===== src/jesd_rx_tpl_pkg.sv =====
// constants for the receive transport check, lane inversion and alignment capture
package jesd_rx_tpl_pkg;
  localparam int ADDR_W = 12;
  localparam int DATA_W = 8;
  localparam int LANES = 8;
  localparam int LANE_W = 8;
  localparam int FIFO_DEPTH = 8;
  localparam int SAMPLE_W = 16;

  localparam logic [11:0] OFS_TPL_TEST_CONTROL = 12'h32c;
  localparam logic [11:0] OFS_TPL_REFERENCE_LOW = 12'h32d;
  localparam logic [11:0] OFS_TPL_REFERENCE_HIGH = 12'h32e;
  localparam logic [11:0] OFS_TPL_RESULT = 12'h32f;
  localparam logic [11:0] OFS_LANE_INVERT_CONTROL = 12'h334;
  localparam logic [11:0] OFS_RX_CFG_DEVICE_ID = 12'h400;
  localparam logic [11:0] OFS_RX_CFG_BANK_ID = 12'h401;
  localparam logic [11:0] OFS_RX_CFG_LANE_ID_ADJUST = 12'h402;
  localparam logic [11:0] OFS_RX_CFG_SCRAMBLE_LANES = 12'h403;
  localparam logic [11:0] OFS_RX_CFG_OCTETS_PER_FRAME = 12'h404;

  // test control field positions
  localparam int POS_CHECK_ON = 0;
  localparam int POS_CHECK_CLEAR = 1;
  localparam int POS_CHANNEL_LSB = 2;
  localparam int POS_INDEX_LSB = 4;
  // alignment configuration field positions
  localparam int POS_ADJUST_DIR = 6;
  localparam int POS_PHASE_REQ = 5;
  localparam int POS_SCRAMBLE = 7;

  localparam logic [7:0] RST_BYTE = 8'h00;
  localparam logic [7:0] UNMAPPED_READ = 8'h00;
endpackage : jesd_rx_tpl_pkg


===== src/lane_word_fifo.sv =====
// synchronous flip-flop fifo with valid/ready on both sides
`timescale 1ns/1ns
`default_nettype none
module lane_word_fifo #(
  parameter int WIDTH = 64,
  parameter int DEPTH = 8
) (
  input wire logic clk_sys_in,
  input wire logic resetn_in,
  input wire logic [WIDTH-1:0] in_data_in,
  input wire logic in_valid_in,
  output logic in_ready_out,
  output logic [WIDTH-1:0] out_data_out,
  output logic out_valid_out,
  input wire logic out_ready_in
);
  localparam int IW = $clog2(DEPTH);
  localparam logic [IW:0] DEPTH_C = (IW+1)'(DEPTH);
  localparam logic [IW-1:0] LAST_C = (IW)'(DEPTH-1);

  logic [WIDTH-1:0] mem [DEPTH];
  logic [IW-1:0] wr_idx;
  logic [IW-1:0] rd_idx;
  logic [IW:0] count;
  wire push = in_valid_in && in_ready_out;
  wire pop = out_valid_out && out_ready_in;
  wire [IW:0] next_count = push && !pop ? count + 1'b1 : (pop && !push ? count - 1'b1 : count);

  assign out_data_out = mem[rd_idx];

  always_ff @(posedge clk_sys_in)
  begin
    if (!resetn_in)
    begin
      wr_idx <= '0;
      rd_idx <= '0;
      count <= '0;
      in_ready_out <= 1'b1;
      out_valid_out <= 1'b0;
    end
    else
    begin
      count <= next_count;
      in_ready_out <= next_count != DEPTH_C;
      out_valid_out <= next_count != '0;
      if (push)
        wr_idx <= wr_idx == LAST_C ? '0 : wr_idx + 1'b1;
      if (pop)
        rd_idx <= rd_idx == LAST_C ? '0 : rd_idx + 1'b1;
    end
  end

  always_ff @(posedge clk_sys_in)
  begin
    if (push)
      mem[wr_idx] <= in_data_in;
  end
endmodule : lane_word_fifo
`default_nettype wire


===== src/jesd_rx_tpl_test_ilas_readback.sv =====
// receive transport self-check, lane polarity flip and lane 0 alignment capture
`timescale 1ns/1ns
`default_nettype none
module jesd_rx_tpl_test_ilas_readback
  import jesd_rx_tpl_pkg::*;
(
  input wire logic clk_sys_in,
  input wire logic resetn_in,
  input wire logic [ADDR_W-1:0] reg_addr_in,
  input wire logic [DATA_W-1:0] reg_wdata_in,
  input wire logic reg_wr_in,
  input wire logic reg_rd_in,
  output logic [DATA_W-1:0] reg_rdata_out,
  input wire logic [SAMPLE_W-1:0] tpl_sample_in,
  input wire logic [1:0] tpl_channel_in,
  input wire logic [3:0] tpl_index_in,
  input wire logic tpl_valid_in,
  output logic sample_mismatch_out,
  input wire logic [LANES*LANE_W-1:0] lane_data_in,
  input wire logic lane_valid_in,
  output logic lane_ready_out,
  output logic [LANES*LANE_W-1:0] lanes_data_out,
  output logic lanes_valid_out,
  input wire logic lanes_ready_in,
  input wire logic ilas_valid_in,
  input wire logic [7:0] ilas_device_ident_in,
  input wire logic [7:0] ilas_bank_ident_in,
  input wire logic ilas_adjust_direction_in,
  input wire logic ilas_phase_request_in,
  input wire logic [4:0] ilas_lane_ident_in,
  input wire logic ilas_scramble_flag_in,
  input wire logic [4:0] ilas_lane_count_in,
  input wire logic [7:0] ilas_octets_per_frame_in
);
  // software registers
  logic [7:0] tpl_test_control;
  logic [7:0] tpl_reference_low;
  logic [7:0] tpl_reference_high;
  logic [7:0] lane_invert_control;
  logic sample_mismatch_flag;
  // captured alignment configuration
  logic [7:0] received_device_ident;
  logic [7:0] received_bank_ident;
  logic received_adjust_direction;
  logic received_phase_request;
  logic [4:0] received_lane_ident;
  logic received_scramble_flag;
  logic [4:0] received_lane_count;
  logic [7:0] received_octets_per_frame;

  // register decode
  wire wr_control = reg_wr_in && reg_addr_in == OFS_TPL_TEST_CONTROL;
  wire wr_ref_low = reg_wr_in && reg_addr_in == OFS_TPL_REFERENCE_LOW;
  wire wr_ref_high = reg_wr_in && reg_addr_in == OFS_TPL_REFERENCE_HIGH;
  wire wr_invert = reg_wr_in && reg_addr_in == OFS_LANE_INVERT_CONTROL;

  // check controls
  wire tpl_check_on = tpl_test_control[POS_CHECK_ON];
  wire tpl_check_clear = tpl_test_control[POS_CHECK_CLEAR];
  wire [1:0] channel_select = tpl_test_control[POS_CHANNEL_LSB +: 2];
  wire [3:0] sample_index_select = tpl_test_control[POS_INDEX_LSB +: 4];
  wire [SAMPLE_W-1:0] expected_sample = {tpl_reference_high, tpl_reference_low};

  // transport output sample
  // only the sample at the receiver's transport output is looked at, never the converter core
  // sample and channel match
  wire sample_hit = tpl_valid_in && tpl_channel_in == channel_select && tpl_index_in == sample_index_select;
  wire sample_differs = sample_hit && tpl_sample_in != expected_sample;
  wire check_armed = tpl_check_on && !tpl_check_clear;

  // clear wins, mismatch latches
  // clear is a level, so an event during clear is dropped on purpose: the result must restart at pass
  wire next_mismatch = !check_armed ? 1'b0 : (sample_mismatch_flag || sample_differs);

  logic [LANES*LANE_W-1:0] flip_mask_wide;
  always_comb
  begin
    for (int i = 0; i < LANES; i++)
      flip_mask_wide[i*LANE_W +: LANE_W] = {LANE_W{lane_invert_control[i]}};
  end
  wire [LANES*LANE_W-1:0] flipped_lanes = lane_data_in ^ flip_mask_wide;
  wire lane_push = lane_valid_in && lane_ready_out;

  // read mux
  wire [7:0] lane_id_adjust_byte = {1'b0, received_adjust_direction, received_phase_request, received_lane_ident};
  wire [7:0] scramble_lanes_byte = {received_scramble_flag, 2'b00, received_lane_count};
  logic [7:0] read_value;
  always_comb
  begin
    case (reg_addr_in)
      OFS_TPL_TEST_CONTROL: read_value = tpl_test_control;
      OFS_TPL_REFERENCE_LOW: read_value = tpl_reference_low;
      OFS_TPL_REFERENCE_HIGH: read_value = tpl_reference_high;
      OFS_TPL_RESULT: read_value = {7'h00, sample_mismatch_flag};
      OFS_LANE_INVERT_CONTROL: read_value = lane_invert_control;
      OFS_RX_CFG_DEVICE_ID: read_value = received_device_ident;
      OFS_RX_CFG_BANK_ID: read_value = received_bank_ident;
      OFS_RX_CFG_LANE_ID_ADJUST: read_value = lane_id_adjust_byte;
      OFS_RX_CFG_SCRAMBLE_LANES: read_value = scramble_lanes_byte;
      OFS_RX_CFG_OCTETS_PER_FRAME: read_value = received_octets_per_frame;
      default: read_value = UNMAPPED_READ;
    endcase
  end

  always_ff @(posedge clk_sys_in)
  begin
    if (!resetn_in)
    begin
      tpl_test_control <= RST_BYTE;
      tpl_reference_low <= RST_BYTE;
      tpl_reference_high <= RST_BYTE;
      lane_invert_control <= RST_BYTE;
      reg_rdata_out <= RST_BYTE;
    end
    else
    begin
      if (wr_control)
        tpl_test_control <= reg_wdata_in;
      if (wr_ref_low)
        tpl_reference_low <= reg_wdata_in;
      if (wr_ref_high)
        tpl_reference_high <= reg_wdata_in;
      if (wr_invert)
        lane_invert_control <= reg_wdata_in;
      if (reg_rd_in)
        reg_rdata_out <= read_value;
    end
  end

  always_ff @(posedge clk_sys_in)
  begin
    if (!resetn_in)
    begin
      sample_mismatch_flag <= 1'b0;
      sample_mismatch_out <= 1'b0;
    end
    else
    begin
      sample_mismatch_flag <= next_mismatch;
      sample_mismatch_out <= next_mismatch;
    end
  end

  always_ff @(posedge clk_sys_in)
  begin
    if (!resetn_in)
    begin
      received_device_ident <= RST_BYTE;
      received_bank_ident <= RST_BYTE;
      received_adjust_direction <= 1'b0;
      received_phase_request <= 1'b0;
      received_lane_ident <= 5'h00;
      received_scramble_flag <= 1'b0;
      received_lane_count <= 5'h00;
      received_octets_per_frame <= RST_BYTE;
    end
    else if (ilas_valid_in)
    begin
      received_device_ident <= ilas_device_ident_in;
      received_bank_ident <= ilas_bank_ident_in;
      received_adjust_direction <= ilas_adjust_direction_in;
      received_phase_request <= ilas_phase_request_in;
      received_lane_ident <= ilas_lane_ident_in;
      received_scramble_flag <= ilas_scramble_flag_in;
      received_lane_count <= ilas_lane_count_in;
      received_octets_per_frame <= ilas_octets_per_frame_in;
    end
  end

  // eight deep buffer absorbs downstream stalls; its ready throttles the deserializer
  lane_word_fifo #(
    .WIDTH(LANES*LANE_W),
    .DEPTH(FIFO_DEPTH)
  ) u_lane_fifo (
    .clk_sys_in(clk_sys_in),
    .resetn_in(resetn_in),
    .in_data_in(flipped_lanes),
    .in_valid_in(lane_valid_in),
    .in_ready_out(lane_ready_out),
    .out_data_out(lanes_data_out),
    .out_valid_out(lanes_valid_out),
    .out_ready_in(lanes_ready_in)
  );
endmodule : jesd_rx_tpl_test_ilas_readback
`default_nettype wire


===== config.mk =====
export PLATFORM = sky130hd
export DESIGN_NAME = jesd_rx_tpl_test_ilas_readback
export DESIGN_NICKNAME = d
export VERILOG_FILES = /design/src/jesd_rx_tpl_pkg.sv /design/src/lane_word_fifo.sv /design/src/jesd_rx_tpl_test_ilas_readback.sv
export SDC_FILE = /design/constraint.sdc
export NUM_CORES = 1
export LEC_CHECK = 0
export BUFFER_PORTS_ARGS = -buffer_cell sky130_fd_sc_hd__buf_4
export CAP_MARGIN = 0
export CELL_PAD_IN_SITES_DETAIL_PLACEMENT = 0
export CELL_PAD_IN_SITES_GLOBAL_PLACEMENT = 2
export CORE_MARGIN = 1.5
export CORE_UTILIZATION = 45
export DETAILED_ROUTE_END_ITERATION = 6
export GPL_ROUTABILITY_DRIVEN = 0
export PLACE_DENSITY_LB_ADDON = 0.1
export REMOVE_ABC_BUFFERS = 1
export SETUP_SLACK_MARGIN = 0.05
export SLEW_MARGIN = 20
export SYNTH_ARGS = -nofsm -noshare
export SYNTH_HDL_FRONTEND = slang
export SYNTH_SLANG_ARGS = --single-unit
export TNS_END_PERCENT = 30

===== constraint.sdc =====
create_clock -name clk_sys_in -period 8 [get_ports clk_sys_in]
set_input_delay 0.4 -clock clk_sys_in [delete_from_list [all_inputs] [get_ports clk_sys_in]]
set_output_delay 0.4 -clock clk_sys_in [all_outputs]
set_load 0.005 [all_outputs]

== Word-level counts from Yosys, hierarchy flattened ==
Memories as Yosys holds them, arrays and structs flattened. A register that Yosys moved wholly into a read port is not among the register bits.
Index checks and enable logic that the tools add are counted.
Storage, ports and cells
  memory bits (writable): 512
  register bits: 90
  output and inout port bits: 75
  logic and storage cells: 68
  memories kept: 1
Cells by class
  add/subtract/negate cells: 4
  mux-type cells: 9
  bitwise logic cells: 1
  eq/ne operators: 16
  reduce and logical (&&, ||, !) cells: 18
Memory list
  u_lane_fifo.mem: depth 8, bits a word 64, rd ports 1, clocked after Yosys merged registers in 1, write ports 1, line lane_word_fifo.sv:21  | logic [WIDTH-1:0] mem [DEPTH];
Operator list (number)
  one-hot mux 8 bit (10 select lines): 1
  XOR 64 bit: 1
  equality test 12 x 10 -> 1 bit, second input constant: 5
  equality test 12 x 11 -> 1 bit, second input constant: 5
  != test 16 bit: 1
  logical AND 1 bit: 12
  two-way mux 3 bit: 4
  two-way mux 4 bit: 2
  adder 3 x 1 -> 3 bit, second input constant: 2
  equality test 3 bit, second input constant: 2
  adder 4 x 1 -> 4 bit, second input constant: 1
  equality test 4 bit: 1
  != test 4 bit, second input constant: 1
  nonzero test 4 bit: 1
  subtractor 4 x 1 -> 4 bit, second input constant: 1
  zero test 1 bit: 3
  equality test 2 bit: 1
  two-way mux 1 bit: 2
  AND reduction 2 bit: 1
  logical OR 1 bit: 1

== Longest topological paths before layout ==
  word-level depth: 6
  mapped depth: 8
  mapped depth without buffers: 7

== Cells and area by module ==
From an unflattened synthesis, not the netlist that was laid out.
Unflattened totals
  cells, all modules: 1315
  area, all modules: 24541.0 um^2
By module, submodules not included
  lane_word_fifo: instances 1, cells an instance 830, area each 19971.7 um^2, seq. area each 15675.0 um^2
  jesd_rx_tpl_test_ilas_readback: instances 1, cells an instance 485, area each 4569.4 um^2, seq. area each 1561.5 um^2

== Worst setup path before layout ==
Ideal clock, no wire load.
  path type: input to register
  start point: input port lane_valid_in
  end point: memory u_lane_fifo.mem[0][0], enable pin
  arrival time: 6.732 ns
  buffers on the path: 1
  cell stages on the path: 3
  path slack: 0.625 ns
  required time: 7.356 ns
  cells stage by stage: nand2_1 -> clkbuf_1 -> nor4_1
Between the ends
  word-level cells in the longest chain between the ends: 3
RTL lines
  from (decl): line jesd_rx_tpl_test_ilas_readback.sv:20  | input wire logic lane_valid_in,
  logical AND 1 bit: line lane_word_fifo.sv:25  | wire push = in_valid_in && in_ready_out;
  two-way mux 1 bit: line lane_word_fifo.sv:55  | if (push)
  two-way mux 1 bit (not written as such): line lane_word_fifo.sv:56  | mem[wr_idx] <= in_data_in;
  to (decl): line lane_word_fifo.sv:21
Every way passes these cells.

==> impl_metrics.py <==
metrics = {
    "status": {
        "status": "completed",
    },
    "clock_network": {
        "h-tree-depth": 2,
        "clock_sinks": 605,
        "cts_tree": "yes",
        "buffer_count_from_post_cts_setup_fixing": 0,
        "clock_tree.root_cell": "sky130_fd_sc_hd__clkbuf_16",
        "clkLatencyLatePin_ps": 620,
        "clk_pin_slew_ps": 60,
        "ctsLongestPathBuffers": 3,
        "cts-buffers-inserted": 61,
    },
    "setup_path": {
        "timing.critical_path.slowest_stage_cell": "sky130_fd_sc_hd__dfxtp_4",
        "critPathLaunchType": "register",
        "cp_data_required_time_ps": 7600,
        "cells_traversed_along_the_worst_timing_path": "buf_4 -> mux4_2 -> mux2_2 -> buf_4",
        "critPathMostFrequentCell": "sky130_fd_sc_hd__buf_4",
        "critPathBufInv": 2,
        "worst_path_largest_cell_delay_ps": 920,
        "worstSetupEndpointType": "output pin",
        "crit_family": "buffers and inverters",
        "crit_type": "reg -> out",
        "worst-path-max-fanout": 47,
        "worst-endpoint-arrival_ps": 3520,
    },
    "sta": {
        "grt_setup_unrepaired": "false",
        "finClkSkew_ps": 24.9,
        "setup_ws_ps": 4080,
        "finalSetupTns_ps": 0,
        "tightestPinTransition_ps": 1070,
        "final_period_minus_worst_setup_slack_ps": 3920,
        "final.period_utilization_pct": 49.0,
        "drv_slew": 0,
        "report.final.setup_viol": 0,
        "fmaxAchievable_mhz": 255,
        "maxSlewHeadroom_pct": 28.5,
        "report.final.hold_viol_count": 0,
    },
    "logic_synthesis": {
        "synth_largest_type_area_fraction_pct": 63.0,
        "synth_common_cells": "512 x sky130_fd_sc_hd__edfxtp_1, 132 x sky130_fd_sc_hd__mux4_2, 93 x sky130_fd_sc_hd__dfxtp_1",
        "syn_area_um2": 24400,
        "most_instantiated_flip_flop_cell_in_the_synthesis_netlist": "sky130_fd_sc_hd__edfxtp_1",
        "post-synth-top-area-cell": "sky130_fd_sc_hd__edfxtp_1",
        "synth_most_common_cell": "sky130_fd_sc_hd__edfxtp_1",
        "synth-async-reset-ratio_pct": 0,
        "syn_inst": 1311,
        "synth.top_cells.by_area": "sky130_fd_sc_hd__edfxtp_1 63%, sky130_fd_sc_hd__mux4_2 12%, sky130_fd_sc_hd__dfxtp_1 7.6%, sky130_fd_sc_hd__mux2_2 3.2%, sky130_fd_sc_hd__xor2_1 3.0%",
        "synth_edf_count": 512,
        "synth_sequential_area_ratio_pct": 70.6,
        "synth_cell_type_count": 59,
        "ys_seq_elements": 605,
        "total_of_warnings_raised_by_yosys": 0,
        "synth_area_per_cell_um2": 18.6,
    },
    "power": {
        "p_sw_share_pct": 21.3,
        "irDropWorstVdd_mv": 0.172,
        "leakage_uw": 0.00987,
        "power.sequential.fraction_pct": 50.5,
        "clock_power_share_pct": 40.5,
        "switchingPower_uw": 1500,
        "pwr_density_cell_nw_per_um2": 244,
        "power_report.internal_total_uw": 5540,
        "comb_power_share_pct": 9.0,
    },
    "detailed_routing": {
        "drc": 0,
        "drt_first_pass_iters": 5,
        "routed_wire_length_per_instance_um": 23.9,
        "final_antenna_net_count": 0,
        "vias_per_cell": 5.39,
        "detail_route.iter0.violations": 857,
        "vias": 12379,
        "detail_route.wirelength_um": 54800,
    },
    "die": {
        "core-area_um2": 53700,
        "die_w_um": 236,
        "floorplan.io_pins": 226,
        "die_area_um2": 55700,
        "floorplan.rows": 85,
        "initial_core_util_pct": 45.5,
        "die_h_um": 236,
    },
    "cells_and_area": {
        "design_area_um2": 28900,
        "ff_latch_area_um2": 17200,
        "multiInputGateArea_um2": 6880,
        "fillers": 4271,
        "instances_no_fill": 2295,
        "post_route_cells_drive_above_1_share_pct": 35.2,
        "finalNetCount": 1704,
        "area_delta_synth_final_pct": 18.4,
    },
    "min_path": {
        "worstHoldPathType": "in -> reg",
    },
    "placement": {
        "place_inst": 2177,
        "hpwl_um": 31800,
        "buffer_ports.inserted": 225,
        "place_area_um2": 26900,
        "post-place-ws_ps": 4580,
    },
    "global_routing": {
        "largest_net_degree_at_the_start_of_global_routing": 85,
        "number_of_global_route_vias_before_repair": 13053,
        "antenna_found_initial": 2,
        "grt_pass1_wl_um": 82000,
        "grt_overflow": 0,
        "combined_global_route_utilization_of_all_metal_layers_pct": 19.9,
    },
    "run": {
        "max-cap-violations": 0,
    },
}
cells by family (layout without fill, tap and decap cells):
logic type / count (synthesis) / after routing / share of synthesized area [%]
buffers and inverters: 79 / 366 / 1.41
flip-flops: 605 / 605 / 70.6
multiplexers: 255 / 255 / 17.6
AO/OA/AOI/OAI: 74 / 74 / 2.21
other: 0 / 1 / 0
XOR/XNOR: 89 / 89 / 3.19
adder cells (fa/ha/maj): 6 / 6 / 0.307
AND/OR/NAND/NOR: 203 / 203 / 4.71
metrics by stage:
stage | power (µW) | hold slack [ps] | util [%]
floorplan | 4020 | 415 | -
global placement | 4260 | 441 | 50.0
detailed placement | 4270 | 449 | 50.0
CTS | 7140 | 0.100 | 53.8
global route | 7310 | 7.97 | 53.8
finish | 7040 | 38.5 | 53.8
tightest hold or removal path: stages:
cell	delay (ps)
sky130_fd_sc_hd__buf_4	80
sky130_fd_sc_hd__mux2i_1	50
sky130_fd_sc_hd__nor2b_1	100
final timing paths:
path,endpoint,slack (ps),cells past startpoint,from
worst max-delay path,lanes_data_out[31],4080,4,register
worst min register to register,reg_rdata_out[2],460,2,reg_rdata_out[2]
worst max register to register,u_lane_fifo.mem[7][34],5410,4,u_lane_fifo.in_ready_out
worst min-delay path,received_scramble_flag,40,3,ilas_scramble_flag_in
final cells by class:
class	instances	share of cell area [%]
Antenna cell	1	0.00866
Clock buffer	73	5.58
Clock inverter	41	1.40
Inverter	4	0.0519
Multi-Input combinational cell	627	23.8
Sequential cell	605	59.7
Tap cell	696	3.01
Timing Repair Buffer	248	6.47
routing by layer:
layer | share of wire (%) | vias up | GRT usage [%]
li1 | - | 5651 | -
met1 | 43 | 6388 | 26.6
met2 | 50 | 277 | 33.5
met3 | 5.4 | 61 | 4.54
met4 | 1.5 | 2 | 4.50
met5 | 0.024 | - | 0
registers in the layout, summed over array words and instances (netlist names), named ones only:
signal / cells
tpl_reference_low: 8
received_octets_per_frame: 8
u_lane_fifo.in_ready_out: 1
received_lane_count: 5
tpl_reference_high: 8
u_lane_fifo.mem: 512
received_lane_ident: 5
received_phase_request: 1
u_lane_fifo.out_valid_out: 1
u_lane_fifo.count: 4
received_bank_ident: 8
reg_rdata_out: 8
sample_mismatch_flag: 1
received_adjust_direction: 1
received_scramble_flag: 1
received_device_ident: 8
u_lane_fifo.wr_idx: 3
tpl_test_control: 8
u_lane_fifo.rd_idx: 3
lane_invert_control: 8
power by group through the flow:
stage / registers [µW] / logic (µW) / clock network [µW]
after detailed placement: 3620 / 648 / 0
after CTS: 3560 / 651 / 2930
after floorplan: 3650 / 375 / 0
after global routing: 3560 / 689 / 3050
final: 3550 / 633 / 2860
after global placement: 3620 / 644 / 0
cell usage in the layout, fill, tap and decap left out, types with 4 or more instances in the layout:
cell type | synthesis | layout
sky130_fd_sc_hd__edfxtp_1 | 512 | 512
sky130_fd_sc_hd__buf_4 | 3 | 245
sky130_fd_sc_hd__mux4_2 | 132 | 132
sky130_fd_sc_hd__dfxtp_1 | 93 | 90
sky130_fd_sc_hd__xor2_1 | 84 | 84
sky130_fd_sc_hd__mux2_2 | 69 | 69
sky130_fd_sc_hd__nand2_1 | 68 | 68
sky130_fd_sc_hd__clkbuf_16 | 0 | 63
sky130_fd_sc_hd__mux2i_1 | 54 | 54
sky130_fd_sc_hd__nor2b_1 | 51 | 51
sky130_fd_sc_hd__nand3_1 | 19 | 19
sky130_fd_sc_hd__a21boi_0 | 16 | 16
sky130_fd_sc_hd__a21boi_1 | 15 | 15
sky130_fd_sc_hd__clkinv_1 | 0 | 15
sky130_fd_sc_hd__and3_1 | 11 | 11
sky130_fd_sc_hd__clkbuf_1 | 46 | 10
sky130_fd_sc_hd__clkinv_2 | 0 | 10
sky130_fd_sc_hd__bufinv_16 | 0 | 8
sky130_fd_sc_hd__o21ai_0 | 7 | 7
sky130_fd_sc_hd__nor3_1 | 10 | 6
sky130_fd_sc_hd__ha_1 | 6 | 6
sky130_fd_sc_hd__nand2b_1 | 5 | 5
sky130_fd_sc_hd__xnor2_1 | 5 | 5
sky130_fd_sc_hd__a21oi_1 | 5 | 5
sky130_fd_sc_hd__nor4_1 | 6 | 5
sky130_fd_sc_hd__inv_1 | 4 | 4
sky130_fd_sc_hd__and2_1 | 4 | 4
sky130_fd_sc_hd__nor3_2 | 0 | 4
sky130_fd_sc_hd__a22oi_1 | 4 | 4
sky130_fd_sc_hd__o21ai_2 | 4 | 4
sky130_fd_sc_hd__nor2_1 | 7 | 4
sky130_fd_sc_hd__o21ai_1 | 4 | 4
what timing repair did:
item / in CTS / in global routing
hold endpoints to repair: 3 / 0
hold buffers: 3 / 0
gates resized for setup: 0 / 0
setup endpoints to repair: 0 / 0
Power figures use the tool's default switching activity.
